File: src/tcr_defs.vh
// constants for the capture / reload / baud timer
`ifndef TCR_DEFS_VH
`define TCR_DEFS_VH

// ****************************************
// register indices, byte address = 4 * index
// ****************************************
`define TCR_IDX_CTRL      8'hC8
`define TCR_IDX_CLK       8'hC9
`define TCR_IDX_RCAP_LO   8'hCA
`define TCR_IDX_RCAP_HI   8'hCB
`define TCR_IDX_CNT_LO    8'hCC
`define TCR_IDX_CNT_HI    8'hCD

// ****************************************
// timer_ctrl_reg bit positions
// ****************************************
`define TCR_B_OVF         7
`define TCR_B_EXT         6
`define TCR_B_RXB         5
`define TCR_B_TXB         4
`define TCR_B_EXEN        3
`define TCR_B_RUN         2
`define TCR_B_SRC         1
`define TCR_B_CPRL        0

// clock_ctrl_reg bit position of prescale_sel
`define TCR_B_PRESC       0

// ****************************************
// reset values and counting constants
// ****************************************
`define TCR_RST_BYTE      8'h00
`define TCR_RST_WORD      16'h0000
`define TCR_CNT_MAX       16'hFFFF
`define TCR_DIV12_LAST    4'hB
`define TCR_DIV_ZERO      4'h0
`define TCR_DIV_ONE       4'h1

`endif

File: src/tcr_timer.v
// 16-bit capture / auto-reload / baud timer with an apb register port
//
// Implementation choices: the APB slave port and the register addresses.
`timescale 1ns/1ps
`default_nettype none
`include "tcr_defs.vh"

module tcr_timer (
    // apb slave
    input  wire        pclk,
    input  wire        presetn,
    input  wire        psel,
    input  wire        penable,
    input  wire        pwrite,
    input  wire [11:0] paddr,
    input  wire [31:0] pwdata,
    output reg  [31:0] prdata,
    output wire        pready,
    output reg         pslverr,
    // external pins
    input  wire        ext_count_pin,
    input  wire        ext_trigger_pin,
    // interrupt gating from the core's enable register
    input  wire        irq_enable,
    // event outputs
    output reg         timer_irq,
    output reg         rx_baud_tick,
    output reg         tx_baud_tick,
    output reg         adc_start_trig
);

    // ****************************************
    // software state
    // ****************************************
    reg  [7:0]  ctrl_r;
    reg  [7:0]  ctrl_nxt;
    reg         presc_r;
    reg  [15:0] count_r;
    reg  [15:0] count_nxt;
    reg  [15:0] rcap_r;
    reg  [15:0] rcap_nxt;
    reg  [3:0]  div_r;
    reg  [3:0]  div_nxt;
    reg         half_r;

    // ****************************************
    // pin synchronisers
    // ****************************************
    reg  [1:0]  cnt_sync_r;
    reg  [1:0]  trg_sync_r;
    reg         cnt_prev_r;
    reg         trg_prev_r;

    // ****************************************
    // apb decode
    // ****************************************
    wire        setup_ph;
    wire        wr_en;
    wire        word_ok;
    wire [7:0]  idx;
    wire        hit_ctrl;
    wire        hit_clk;
    wire        hit_rcl;
    wire        hit_rch;
    wire        hit_cnl;
    wire        hit_cnh;
    wire        hit_any;

    assign idx      = paddr[9:2];
    assign word_ok  = (paddr[11:10] == 2'h0) && (paddr[1:0] == 2'h0);
    assign hit_ctrl = word_ok && (idx == `TCR_IDX_CTRL);
    assign hit_clk  = word_ok && (idx == `TCR_IDX_CLK);
    assign hit_rcl  = word_ok && (idx == `TCR_IDX_RCAP_LO);
    assign hit_rch  = word_ok && (idx == `TCR_IDX_RCAP_HI);
    assign hit_cnl  = word_ok && (idx == `TCR_IDX_CNT_LO);
    assign hit_cnh  = word_ok && (idx == `TCR_IDX_CNT_HI);
    assign hit_any  = hit_ctrl | hit_clk | hit_rcl | hit_rch | hit_cnl | hit_cnh;

    // zero wait states: read data is staged during the setup cycle
    assign pready   = 1'b1;
    assign setup_ph = psel & ~penable;
    // an unmapped write is refused and changes nothing
    assign wr_en    = psel & penable & pwrite & hit_any;

    // ****************************************
    // mode decode
    // ****************************************
    wire run;
    wire baud;
    wire capture;
    wire reload;
    wire ext_en;
    wire src_ext;

    assign run     = ctrl_r[`TCR_B_RUN];
    assign baud    = ctrl_r[`TCR_B_RXB] | ctrl_r[`TCR_B_TXB];
    // baud selects take priority over the capture select
    assign capture = run & ~baud & ctrl_r[`TCR_B_CPRL];
    assign reload  = run & ~baud & ~ctrl_r[`TCR_B_CPRL];
    assign ext_en  = ctrl_r[`TCR_B_EXEN];
    assign src_ext = ctrl_r[`TCR_B_SRC];

    // ****************************************
    // edge detection and count enable
    // ****************************************
    wire cnt_fall;
    wire trg_fall;
    wire int_tick;
    wire inc;
    wire roll;
    wire trig;

    // only the second flop and the held copy feed logic
    assign cnt_fall = cnt_prev_r & ~cnt_sync_r[1];
    assign trg_fall = trg_prev_r & ~trg_sync_r[1];

    // internal tick: half rate in baud mode, else one or twelve
    assign int_tick = baud ? half_r :
                      (presc_r ? 1'b1 : (div_r == `TCR_DIV12_LAST));
    assign inc      = run & (src_ext ? cnt_fall : int_tick);
    assign roll     = inc & (count_r == `TCR_CNT_MAX);
    // trigger pin is dead while disabled or stopped
    assign trig     = run & ext_en & trg_fall;

    // ****************************************
    // synchronisers and prescaler
    // ****************************************
    always @(posedge pclk or negedge presetn) begin
        if (!presetn) begin
            cnt_sync_r <= 2'h0;
            trg_sync_r <= 2'h0;
            cnt_prev_r <= 1'b0;
            trg_prev_r <= 1'b0;
            div_r      <= `TCR_DIV_ZERO;
            half_r     <= 1'b0;
        end else begin
            cnt_sync_r <= {cnt_sync_r[0], ext_count_pin};
            trg_sync_r <= {trg_sync_r[0], ext_trigger_pin};
            cnt_prev_r <= cnt_sync_r[1];
            trg_prev_r <= trg_sync_r[1];
            div_r      <= div_nxt;
            // the half-rate toggle only runs while the timer does
            half_r     <= run & ~half_r;
        end
    end

    // divide-by-twelve counter, held in reset while stopped
    always @* begin
        div_nxt = div_r;
        if (!run || div_r == `TCR_DIV12_LAST) begin
            div_nxt = `TCR_DIV_ZERO;
        end else begin
            div_nxt = div_r + `TCR_DIV_ONE;
        end
    end

    // ****************************************
    // counter, capture/reload register, flags
    // ****************************************
    always @* begin
        count_nxt = count_r;
        rcap_nxt  = rcap_r;
        ctrl_nxt  = ctrl_r;

        // counting and rollover
        if (inc) begin
            count_nxt = count_r + 16'h0001;
        end
        if (roll && (reload || baud)) begin
            count_nxt = rcap_r;
        end
        // a reload trigger restarts from the reload value
        if (trig && reload) begin
            count_nxt = rcap_r;
        end

        // software write to the counter bytes wins over counting
        if (wr_en && hit_cnl) begin
            count_nxt[7:0] = pwdata[7:0];
        end
        if (wr_en && hit_cnh) begin
            count_nxt[15:8] = pwdata[7:0];
        end

        // software writes to the reload pair
        if (wr_en && hit_rcl) begin
            rcap_nxt[7:0] = pwdata[7:0];
        end
        if (wr_en && hit_rch) begin
            rcap_nxt[15:8] = pwdata[7:0];
        end
        // a capture in the same cycle beats the software write
        if (trig && capture) begin
            rcap_nxt = count_r;
        end

        // control byte: software may set or clear any bit
        if (wr_en && hit_ctrl) begin
            ctrl_nxt = pwdata[7:0];
        end
        // hardware sets win over a software clear in the same cycle
        if (roll && !baud) begin
            ctrl_nxt[`TCR_B_OVF] = 1'b1;
        end
        if (trig) begin
            ctrl_nxt[`TCR_B_EXT] = 1'b1;
        end
    end

    always @(posedge pclk or negedge presetn) begin
        if (!presetn) begin
            ctrl_r  <= `TCR_RST_BYTE;
            presc_r <= 1'b0;
            count_r <= `TCR_RST_WORD;
            rcap_r  <= `TCR_RST_WORD;
        end else begin
            ctrl_r  <= ctrl_nxt;
            count_r <= count_nxt;
            rcap_r  <= rcap_nxt;
            if (wr_en && hit_clk) begin
                presc_r <= pwdata[`TCR_B_PRESC];
            end
        end
    end

    // ****************************************
    // event outputs
    // ****************************************
    // ticks and triggers are one-cycle pulses, one clock after the event
    always @(posedge pclk or negedge presetn) begin
        if (!presetn) begin
            rx_baud_tick   <= 1'b0;
            tx_baud_tick   <= 1'b0;
            adc_start_trig <= 1'b0;
            timer_irq      <= 1'b0;
        end else begin
            rx_baud_tick   <= roll & ctrl_r[`TCR_B_RXB];
            tx_baud_tick   <= roll & ctrl_r[`TCR_B_TXB];
            // the converter sees every rollover, also in baud mode
            adc_start_trig <= roll;
            // level request follows the flags; the core gates it
            timer_irq      <= irq_enable &
                              (ctrl_nxt[`TCR_B_OVF] | ctrl_nxt[`TCR_B_EXT]);
        end
    end

    // ****************************************
    // apb read path
    // ****************************************
    // staged at the setup edge so prdata leaves a flop;
    // an unmapped address reads zero with an error
    always @(posedge pclk or negedge presetn) begin
        if (!presetn) begin
            prdata  <= 32'h0000_0000;
            pslverr <= 1'b0;
        end else if (setup_ph) begin
            pslverr <= ~hit_any;
            prdata  <= 32'h0000_0000;
            if (hit_ctrl) begin
                prdata[7:0] <= ctrl_r;
            end
            if (hit_clk) begin
                prdata[`TCR_B_PRESC] <= presc_r;
            end
            if (hit_rcl) begin
                prdata[7:0] <= rcap_r[7:0];
            end
            if (hit_rch) begin
                prdata[7:0] <= rcap_r[15:8];
            end
            if (hit_cnl) begin
                prdata[7:0] <= count_r[7:0];
            end
            if (hit_cnh) begin
                prdata[7:0] <= count_r[15:8];
            end
        end else if (!psel) begin
            pslverr <= 1'b0;
        end
    end

endmodule
`default_nettype wire

File: config.mk
export PLATFORM = sky130hd
export DESIGN_NAME = tcr_timer
export DESIGN_NICKNAME = d
export VERILOG_FILES = /design/src/tcr_timer.v
export VERILOG_INCLUDE_DIRS = /design/src
export SDC_FILE = /design/constraint.sdc
export NUM_CORES = 1
export LEC_CHECK = 0
export ABC_AREA = 1
export BUFFER_PORTS_ARGS = -buffer_cell sky130_fd_sc_hd__clkbuf_2
export CAP_MARGIN = 10
export CORE_MARGIN = 10
export CORE_UTILIZATION = 46
export DETAILED_ROUTE_END_ITERATION = 10
export PLACE_DENSITY = 0.68
export SETUP_SLACK_MARGIN = 0.3
export SLEW_MARGIN = 5
export SYNTH_ARGS = -nofsm -noshare
export SYNTH_HDL_FRONTEND = slang
export SYNTH_SLANG_ARGS = --single-unit
File: constraint.sdc
create_clock -name pclk -period 2.65 [get_ports pclk]
set_input_delay 0.53 -clock pclk [delete_from_list [all_inputs] [get_ports pclk]]
set_output_delay 0.53 -clock pclk [all_outputs]
set_load 0.03 [all_outputs]
# ---- Yosys cells after proc, flatten, opt, wreduce, memory -nomap -nowiden
# Cells that the tools add are included.
dict set report word_totals {
  out_inout_bits 38
  memories 0
  romBits 0
  latchBits 0
  ff_bits 65
  ramBits 0
  word_cells 111
  in_bits 52
}
dict set report classes {
  n_shift 0
  n_bitwise 31
  multipliers 0
  n_reduce_logical 27
  muxes 23
  eq_ne 9
  order_cmp 0
  n_div 0
  n_addsub 2
}
# cell count
set op_table {}
lappend op_table {{$mux 8} 10}
lappend op_table {{$mux 16} 4}
lappend op_table {{$eq 8x8->1 const B} 6}
lappend op_table {{$and 1x1->1} 17}
lappend op_table {{$logic_and 1x1->1} 17}
lappend op_table {{$add 16x1->16 const B} 1}
lappend op_table {{$eq 16x16->1 const B} 1}
lappend op_table {{$mux 1} 8}
lappend op_table {{$reduce_bool 4->1} 2}
lappend op_table {{$not 1->1} 7}
lappend op_table {{$or 1x1->1} 7}
lappend op_table {{$add 4x1->4 const B} 1}
lappend op_table {{$eq 4x4->1 const B} 1}
lappend op_table {{$logic_not 2->1} 2}
lappend op_table {{$mux 4} 1}
lappend op_table {{$reduce_bool 2->1} 2}
lappend op_table {{$logic_not 1->1} 2}
lappend op_table {{$logic_or 1x1->1} 2}
lappend op_table {{$ne 2x1->1 const B} 1}

# ---- Longest topological paths before layout
# Gate-level depths: netlist of run 1.
dict set report logic_depth {
  depth_word 14
  ltp_mapped 14
  depth_no_buf 14
}

# ---- Worst setup path before layout of run 1
# No wires, ideal clock.
dict set report synth_timing {
  path_type {in2reg}
  startpoint {input paddr[11]}
  endpoint {register rcap_r[14]}
  arrival_time_ns 1.706
  path_stages 12
  slack_ns 0.823
  required_ns 2.529
  setup_ns 0.121
  n_path_buf 2
  path_cell_list {nor2_1 > nand2_2 > nor2_2 > buf_6 > o21ai_2 > nand3_2 > nand2_4 > o21ai_2 > inv_2 > buf_6 > nand2_1 > o21ai_2}
}
dict set report synth_via {
  elab_chain_len 11
  word_cells_on_any_way 16
  cone_classes {6 x bitwise; 10 x reduce/logical}
}
# element line_no
set synth_lines {}
lappend synth_lines {{start: declaration} tcr_timer.v:15} ;# input wire [11:0] paddr,
lappend synth_lines {{$logic_not 2->1 (*)} tcr_timer.v:70} ;# assign word_ok = (paddr[11:10] == 2'h0) && (paddr[1:0] == 2'h0);
lappend synth_lines {{$logic_and 1x1->1 (*)} tcr_timer.v:70}
lappend synth_lines {{$logic_and 1x1->1, on equally long branches} {tcr_timer.v:71, tcr_timer.v:72}}
lappend synth_lines {{$or 1x1->1 (5 in series)} tcr_timer.v:77} ;# assign hit_any = hit_ctrl | hit_clk | hit_rcl | hit_rch | hit_cnl | hit_cnh;
lappend synth_lines {{$and 1x1->1} tcr_timer.v:83} ;# assign wr_en = psel & penable & pwrite & hit_any;
lappend synth_lines {{$logic_and 1x1->1 (*)} tcr_timer.v:189} ;# if (wr_en && hit_rch) begin
lappend synth_lines {{$reduce_bool 2->1 (no line) (*)} n/a}
lappend synth_lines {{end signal: assignment} tcr_timer.v:215} ;# rcap_r <= `TCR_RST_WORD;
lappend synth_lines {{end signal: assignment} tcr_timer.v:219} ;# rcap_r <= rcap_nxt;
lappend synth_lines {{end: declaration} tcr_timer.v:40} ;# reg [15:0] rcap_r;
# Every way passes the cells marked *; elsewhere a longest branch is shown, timed or not.
# A chain may end at the register's enable or synchronous reset.

# ---- Worst setup path after layout of run 1
dict set report layout_timing {
  startpoint {register count_r[0]}
  endpoint {register count_r[2]}
}
dict set report layout_via {
  elab_chain_len 6
  word_cells_on_any_way 9
  cone_classes {1 x add/sub; 1 x eq/ne; 4 x mux; 1 x bitwise; 2 x reduce/logical}
}
# element line_no
set layout_lines {}
lappend layout_lines {{start: declaration} tcr_timer.v:38} ;# reg [15:0] count_r;
lappend layout_lines {{start signal: assignment} tcr_timer.v:214} ;# count_r <= `TCR_RST_WORD;
lappend layout_lines {{start signal: assignment} tcr_timer.v:218} ;# count_r <= count_nxt;
lappend layout_lines {{branches (longest 6 deep; another with $add 16x1->16)} n/a}
# Several ways; the timed one is not identified. The select of a mux whose other input is x is not followed.

==> results.md, run 1 <==
* Outcome: finished, final reports clean
* CTS Buffer Depth at 2
* Site Rows at 34
* Die Span Y at approximately 120 um
* CTS tree: built
* EDFF count, synth at 0
* Most used flip-flop cell after synthesis: dfrtp_1
* CP Class: reg2reg
* TritonCTS buffer count at 9
* CP arrival at 2360 ps
* Initial antenna violation count at 0
* Max_cap viols at 0
* Top post-synthesis cells by count: nand2_1, inv_1, nand3_1
* HP Class: in2async
* Final wirelength at 11,300 um
* Setup Skew at 6.18 ps
* WL/cell at 15.6 um
* Vias in the first global route at 3,625
* Detailed-route DRC error count at 0
* DP Worst Slack at 396 ps
* Power per cell area at 439 nW/um^2
* CTS root buffer: clkbuf_8
* Register area share after synthesis at 39.0%
* Post-route setup slack at around 540 ps
* RR Startpoint: count_r[0]
* Nets at 668
* FF+latch count, synth at 65
* Critical Path End Type: register
* CORE AREA at approximately 9000 um^2
* GRT Overall Usage at 17.2%
* Final Hold Viols at 0
* Area contributors post-synth: dfrtp_1, nand2_1, nand3_1, inv_1, buf_4
* Unrepaired setup endpoints after global routing: false
* Startpoint types: register
* H-tree Lvls at 3
* # port buffers at 40
* Slew Viols, Final at 0
* Post-route ant nets at 0
* Tcrit/Tclk final at 79.6%
* Most frequent cell after synthesis: nand2_1
* DR pass1 iterations at 6
* Syn Std Cell Area at 4180 um^2
* Starting density of the core at 47.6%
* Die ar. at 13,300 um^2
* Actual slew at the worst max-slew pin at 648 ps
* Distinct cells, synth at 33
* Pleak at 2.46 nW
* Clk sink count at 65
* Largest area contributor in the netlist: dfrtp_1
* Post-CTS Hold Buffers at 0
* Clock insertion delay at the later pin of the skew report at approximately 360 ps
* Yosys warns at 0
* FMAX at 0.474 GHz
* Final setup TNS at 0 ps
* Num ports at 90
* Rel. slew slack at 56.8%
* Hpwl dp at 8580 um
* 1st-iter DRT viols at 340
* Critical path peak fanout at 17
* Critical path required time at 2900 ps
* Overall power at 0.00200 W
* Post-synth ARST share at 100%
* Chip Width at 115 um
* Vias at 3,727
* First-pass GRT wire length at 18,300 um
* VDD IR-drop max at 0.175 mV
* N_diodes at 0
* Via density per instance at 5.13
* Fraction of layout cells with a size suffix above 1 at 18.3%
* Synth top area share at around 40%
* Finish-stage setup viols at 0
* P&R area growth vs syn at 9.20%
* Clock slew at reported path FFs at 80 ps
* Minimum clock period after layout at 2110 ps
* Synth Instances at around 580
* Gr ovfl total at 0
* Avg Inst Size Synth at 7.26 um^2
* Largest net degree at the start of global routing at 41
* GPL Wtd Cong at approximately 0.97
* Setup crit start: count_r[0]
[critical path, stage by stage (launching register included)]
cell,delay (ps)
dfrtp_1,440
ha_1,240
nand3_1,100
nor2_2,180
nand4_1,110
nor2_1,190
nand2_1,120
nand2_4,200
nand2_4,170
nand2_1,100
nand2_1,50
nand2_1,50
nand2_1,50
[cell families (layout without fill, tap and decap cells)]
| logic type | after synthesis | count (layout) | synth area share, % |
|---|---|---|---|
| flops | 65 | 65 | 39.0 |
| buf+inv | 125 | 146 | 14.7 |
| fa+ha+maj | 2 | 2 | 0.599 |
| simple gates | 292 | 292 | 31.5 |
| other cells | 2 | 25 | 0.180 |
| compound gates | 74 | 74 | 10.9 |
| xor+xnor | 15 | 15 | 3.15 |
[flip-flops by register name, indices dropped and copies added, names as in the netlist, 2 cells and up]
register and count:
trg_sync_r 2, rcap_r 16, div_r 4, cnt_sync_r 2, count_r 16, prdata 8
ctrl_r 8
[placed cells by master, fill, tap and decap left out, types with 4 or more instances in the layout]
cell,instances
a21oi_1,24
buf_4,9
clkbuf_2,39
clkbuf_8,9
conb_1,25
dfrtp_1,65
inv_1,68
inv_2,11
nand2_1,150
nand2_4,4
nand3_1,66
nand3b_1,8
nand4_1,9
nor2_1,39
nor2_2,5
o21ai_0,11
o21ai_1,13
o21ai_2,20
o22ai_1,5
xor2_1,12
[metrics by stage]
step           instances  hold slack, ps  cell area, um^2  utilization (%)
2_1_floorplan        598             234             4260                -
3_3_place_gp         711             333             4370             49.9
3_5_place_dp         711             335             4370             49.9
4_1_cts              727             219             4550             52.0
5_1_grt              727             238             4560             52.0
6_report             727             193             4560             52.0
[worst paths after layout]
kind	cells after the start	end	slack, ps
setup / recovery	12	count_r[2]	540
hold / removal	1	prdata[4]	190
setup reg to reg	12	count_r[2]	540
hold reg to reg	0	trg_sync_r[1]	350
max in group asynchronous	2	rcap_r[12]	1820
min in group pclk	1	cnt_sync_r[0]	280
[per-layer routing]
metal	routed length, um	vias up	global-route usage, %
li1	-	1854	-
met1	4740	1728	20.8
met2	5510	115	29.2
met3	706	30	2.97
met4	367	0	7.59
met5	0	-	0
[layout make-up]
cell class,count,area [um^2]
clock buffer,9,124
clock inverter,7,61.3
fill,882,4200
inverter,80,300
multi-input combinational,408,2020
sequential,65,1630
tap,108,135
timing repair buffer,50,288
[what timing repair did]
action	4_1_cts	5_1_grt
buffers inserted	0	0
endpoints found under the hold margin	0	0
setup endpoints to repair	0	12
gates resized for setup	0	1
[report_power, final]
part | switching [W] | total, W | internal (W)
registers | 0.0000116 | 0.00102 | 0.00101
logic | 0.000129 | 0.000171 | 0.0000420
clock network | 0.000454 | 0.000810 | 0.000357
No activity file was read; power rests on OpenSTA's default activity.
==> run 2, diff against run 1 <==
--- a/config.mk
+++ b/config.mk
@@ -12,7 +12,7 @@
 export CORE_MARGIN = 10
 export CORE_UTILIZATION = 46
 export DETAILED_ROUTE_END_ITERATION = 10
-export PLACE_DENSITY = 0.68
+export PLACE_DENSITY = 0.71
 export SETUP_SLACK_MARGIN = 0.3
 export SLEW_MARGIN = 5
 export SYNTH_ARGS = -nofsm -noshare
==> constraint.sdc (replaced) <==
create_clock -name pclk -period 1.79 [get_ports pclk]
set_input_delay 0.358 -clock pclk [delete_from_list [all_inputs] [get_ports pclk]]
set_output_delay 0.358 -clock pclk [all_outputs]
set_load 0.03 [all_outputs]
==> run 2 against run 1 <==
Compared with the run above: the run now ends with negative hold slack, negative setup slack left; setup slack got worse by 600 ps; clock skew decreased by 1.1 ps; largest power group is now the clock network; non-clock buffer count increased by 68; first-iteration DRC count increased by 43%; cell count increased by 9.8%.
==> results.md, run 2 (synthesis results as in run 1) <==
* Power per cell area at between 500 and 600 nW/um^2
* Most used cell, CP: nand2_1
* Critical path required time at between 2000 and 2500 ps
* Final wirelength at 14,300 um
* Post-route setup slack at -56.3 ps
* CP Class: reg2reg
* GPL Wtd Cong at roughly 0.94
* Fin cells at 798
* Critical Path End Type: register
* Critical path peak fanout at 8
* RR Startpoint: count_r[1]
* Clock insertion delay at the later pin of the skew report at 360 ps
* Post-route ant nets at 0
* Unrepaired setup endpoints after global routing: true
* Slew Viols, Final at 0
* N_diodes at 0
* CTS tree: built
* Nets at approximately 740
* CP cell instances: ha_2, nand3_2, nor2_4, nand4_1, nor2_2, nand2_2, nand2_8, buf_4, nand2_4, nand2_1, nand3_1, nand2_1
* Num ports at 90
* Vias in the first global route at 4,104
* Minimum clock period after layout at between 1500 and 2000 ps
* First-pass GRT wire length at 21,300 um
* CORE AREA at ~8800 um^2
* GR Util met2 at about a third
* Die ar. at 13,300 um^2
* Min Hold Slack at -7.35 ps
* Outcome: finished, violations left
* # port buffers at 40
* Final Hold Viols at 2
* Most Used Layer, Global Route: met2
* Finish-stage setup viols at 12
* VDD IR-drop max at 0.342 mV
* CP arrival at 2150 ps
* Gr ovfl total at 0
* 1st-iter DRT viols at 487
* Setup Skew at approximately 5.1 ps
* Fin util at about two thirds
* Crit-path max cell delay at 370 ps
* Hpwl dp at 9390 um
* Die Span Y at roughly 120 um
* TritonCTS buffer count at 9
* Sw frac at 25.9%
* Slowest CP cell: dfrtp_1
* HP Class: in2async
* Violated checks: negative hold slack, negative setup slack
* Pleak at 2.93 nW
* CTS root buffer: clkbuf_8
* GRT Overall Usage at 20.3%
* FMAX at 0.542 GHz
* Clock Power Share at 46.7%
* Most frequent cells in the layout: nand2_1, inv_1, dfrtp_1, buf_4, nand3_1
* Tcrit/Tclk final at 103%
* Combinational Power Share at 8.8%
* Biggest regs: count_r (16), rcap_r (16)
* WL/cell at 17.9 um
* Post-CTS Hold Buffers at 0
* Detailed-route DRC error count at 0
* Chip Width at around 120 um
* Commonest non-fill, non-tap cell in the layout: nand2_1
* Critical path's top delay family: simple AND/OR/NAND/NOR gates
* Seq pwr share at 44.6%
* DP Worst Slack at -50.9 ps
* Site Rows at 34
* Clock slew at reported path FFs at 80 ps
* Placed Cells incl. Taps at 750
* Setup crit start: count_r[1]
* H-tree Lvls at 3
* Startpoint types: register
* CTS Buffer Depth at 2
* DR pass1 iterations at 8
* Max_cap viols at 0
* Initial antenna violation count at 0
* Psw at 0.000880 W
* Clk sink count at between 60 and 70
* Via density per instance at ~5.5
* Internal at 0.00251 W
* Fraction of layout cells with a size suffix above 1 at approximately 36%
* Met3 usage at about 4.7%
* Starting density of the core at 47.6%
* P&R area growth vs syn at 36.4%
* Met1 GRT Util at about a quarter
* Vias at around 4,400
* Worst Path Buf+Inv at 1
* Largest net degree at the start of global routing at 66
run 2: routing by layer:
metal | part of all wire (%) | up-vias
met1 | 38 | 2032
met2 | 48 | 268
met3 | 9.5 | 58
met4 | 4.8 | 0
li1 | - | 2012
met5 | 0 | -
run 2: final cells by class:
class | instances | area [um^2]
Tap cell | 108 | 135
Timing Repair Buffer | 118 | 937
Clock buffer | 9 | 124
Timing Repair inverter | 2 | 16.3
Fill cell | 696 | 3070
Sequential cell | 65 | 1630
Inverter | 80 | 318
Clock inverter | 7 | 125
Multi-Input combinational cell | 409 | 2410
run 2: path summary, 6_finish.rpt:
path                            endpoint  slack, ps  cells past startpoint
setup / recovery             count_r[10]        -60                     12
hold / removal                   presc_r         -7                      2
setup reg to reg             count_r[10]        -60                     12
hold reg to reg            cnt_sync_r[1]        350                      0
max in group asynchronous      rcap_r[6]       1470                      2
min in group pclk          cnt_sync_r[0]        100                      1
run 2: repair_timing:
item / in CTS / in global routing
endpoints found under the setup margin: 37 / 49
buffers inserted: 16 / 10
resized for setup: 54 / 47
pin swaps: 26 / 19
gates cloned: 5 / 1
run 2: metrics by stage:
step                setup TNS [ps]  total power [W]  area [um^2]
finish                        -438          0.00339         5690
global route                 -2180          0.00350         5690
CTS                          -14.6          0.00339         5420
detailed placement            -397          0.00181         4750
global placement             -71.7          0.00180         4750
floorplan                        0          0.00174         4340
run 2: power groups by stage:
stage | sequential [W] | combinational [W] | clock, W
after floorplan | 0.00154 | 0.000198 | 0
after global placement | 0.00154 | 0.000266 | 0
after detailed placement | 0.00154 | 0.000270 | 0
after CTS | 0.00151 | 0.000280 | 0.00160
after global routing | 0.00152 | 0.000319 | 0.00167
final | 0.00151 | 0.000297 | 0.00158
==> run 3, diff against run 2 <==
--- a/config.mk
+++ b/config.mk
@@ -9,10 +9,11 @@
 export ABC_AREA = 1
 export BUFFER_PORTS_ARGS = -buffer_cell sky130_fd_sc_hd__clkbuf_2
 export CAP_MARGIN = 10
+export CORE_ASPECT_RATIO = 0.9
 export CORE_MARGIN = 10
-export CORE_UTILIZATION = 46
+export CORE_UTILIZATION = 50
 export DETAILED_ROUTE_END_ITERATION = 10
-export PLACE_DENSITY = 0.71
+export PLACE_DENSITY = 0.77
 export SETUP_SLACK_MARGIN = 0.3
 export SLEW_MARGIN = 5
 export SYNTH_ARGS = -nofsm -noshare
==> run 3 against run 2 <==
Compared with the run above: the flow still finishes with violations (negative hold slack, negative setup slack); sequential power hardly changed; hold slack worse by 2.3 ps; fmax is 2.0% lower; core utilization is 5.0 points higher; clock-buffer cell count is 1 higher; combinational power is 8.8% higher; clock skew is 7.0 ps higher; first-iteration DRC count is 14% higher; via count is 3.5% higher.
==> results.md, run 3 (synthesis results as in run 1) <==
* Overall power at 0.00305 W
* N_diodes at 0
* Die Span Y at approximately 110 um
* GRT Overall Usage at 21.3%
* Detailed-route DRC error count at 0
* # port buffers at 40
* Gr ovfl total at 0
* Minimum clock period after layout at around 1900 ps
* Min Hold Slack at -9.66 ps
* Startpoint types: register
* Critical Path End Type: register
* Vias in the first global route at 4,158
* Setup Skew at between 10 and 15 ps
* FMAX at 0.531 GHz
* VDD IR-drop max at 0.532 mV
* TritonCTS buffer count at 9
* Clk sink count at 65
* Biggest regs: count_r (16), rcap_r (16)
* GPL Wtd Cong at 1.05
* Initial antenna violation count at 0
* Commonest non-fill, non-tap cell in the layout: nand2_1
* Final wirelength at 14,900 um
* CP cell instances: ha_2, nand3_2, nor2_4, nand4_1, nor2_2, nand2_2, nand2_4, buf_12, nand3_1, nand3_1, nand2_1
* H-tree Lvls at 3
* 1st-iter DRT viols at 556
* CTS root buffer: clkbuf_8
* Slowest CP cell: dfrtp_1
* Largest net degree at the start of global routing at 66
* Via density per instance at 5.79
* Critical path peak fanout at 11
* P&R area growth vs syn at 35.8%
* Chip Width at 116 um
* Unrepaired setup endpoints after global routing: true
* Tcrit/Tclk final at 105%
* Most used cell, CP: nand3_1
* Post-route setup slack at -93.0 ps
* CTS Buffer Depth at 2
* Violated checks: negative hold slack, negative setup slack
* DR pass1 iterations at 5
* CORE AREA at a little over 8000 um^2
* Max_cap viols at 0
* WL/cell at approximately 19 um
* Critical path required time at 2030 ps
* Most frequent cells in the layout: nand2_1, inv_1, dfrtp_1, nand3_1, buf_4
* Power per cell area at 537 nW/um^2
* Vias at around 4,500
* First-pass GRT wire length at around 21,000 um
* Outcome: finished, violations left
* Clock slew at reported path FFs at 90 ps
* CP Class: reg2reg
* Hpwl dp at 8950 um
* CTS tree: built
* Fin util at 69.9%
* Pleak at 2.86 nW
* Starting density of the core at between 50% and 60%
* Nets at 731
* Setup crit start: count_r[0]
* Fraction of layout cells with a size suffix above 1 at 36.7%
* Site Rows at 31
* Crit-path max cell delay at 370 ps
* Final Hold Viols at 7
* RR Startpoint: count_r[0]
* Clock insertion delay at the later pin of the skew report at around 360 ps
* HP Class: in2async
* Slew Viols, Final at 0
* Num ports at 90
* Die ar. at 12,400 um^2
* Finish-stage setup viols at 11
* CP arrival at 2120 ps
* Post-route ant nets at 0
run 3: power by group:
group	total [W]	internal [W]	switching [W]
combinational	0.000323	0.0000912	0.000232
sequential	0.00152	0.00150	0.0000221
clock	0.00121	0.000554	0.000651
total	0.00305	0.00214	0.000905
run 3: metrics by stage:
| step | area [um^2] | cells | worst slack [ps] | setup TNS [ps] |
|---|---|---|---|---|
| 2_1_floorplan | 4340 | 598 | 157 | 0 |
| 3_3_place_gp | 4720 | 737 | -59.6 | -177 |
| 3_5_place_dp | 4720 | 737 | -124 | -631 |
| 4_1_cts | 5310 | 771 | 55.9 | 0 |
| 5_1_grt | 5670 | 781 | -93.8 | -682 |
| 6_report | 5670 | 781 | -93.0 | -271 |
run 3: critical path: cells and delay by family, from the launching register on:
kind	cells	cell delay, ps
simple gates	9	1050
flops	1	370
fa+ha+maj	1	200
buf+inv	1	150
run 3: layout make-up:
class                      instances  area (um^2)
tap                               99          124
timing repair inverter             2         23.8
sequential                        65         1630
multi-input combinational        408         2430
inverter                          80          338
clock inverter                     6         47.5
fill                             571         2440
timing repair buffer             111          942
clock buffer                      10          138
run 3: path summary, 6_finish.rpt:
kind / to / slack, ps / depth (start not counted)
min reg2reg: cnt_sync_r[1] / 350 / 0
max in group asynchronous: trg_prev_r / 1480 / 2
max: count_r[7] / -90 / 11
max reg2reg: count_r[7] / -90 / 11
min: pslverr / -10 / 2
min in group pclk: trg_sync_r[0] / 100 / 1
run 3: repair_timing:
action	4_1_cts	5_1_grt
pin swaps	8	30
gates cloned	5	0
hold buffers	0	0
endpoints found under the setup margin	40	51
buffers inserted	13	10
gates resized for setup	51	74
run 3: routing by layer:
metal  GRT usage (%)  vias to the layer above  part of all wire [%]
li1                -                     1986                     -
met1            26.2                     2060                    37
met2            35.5                      375                    45
met3            4.91                      104                    11
met4            7.95                        0                   6.4
met5               0                        -                     0
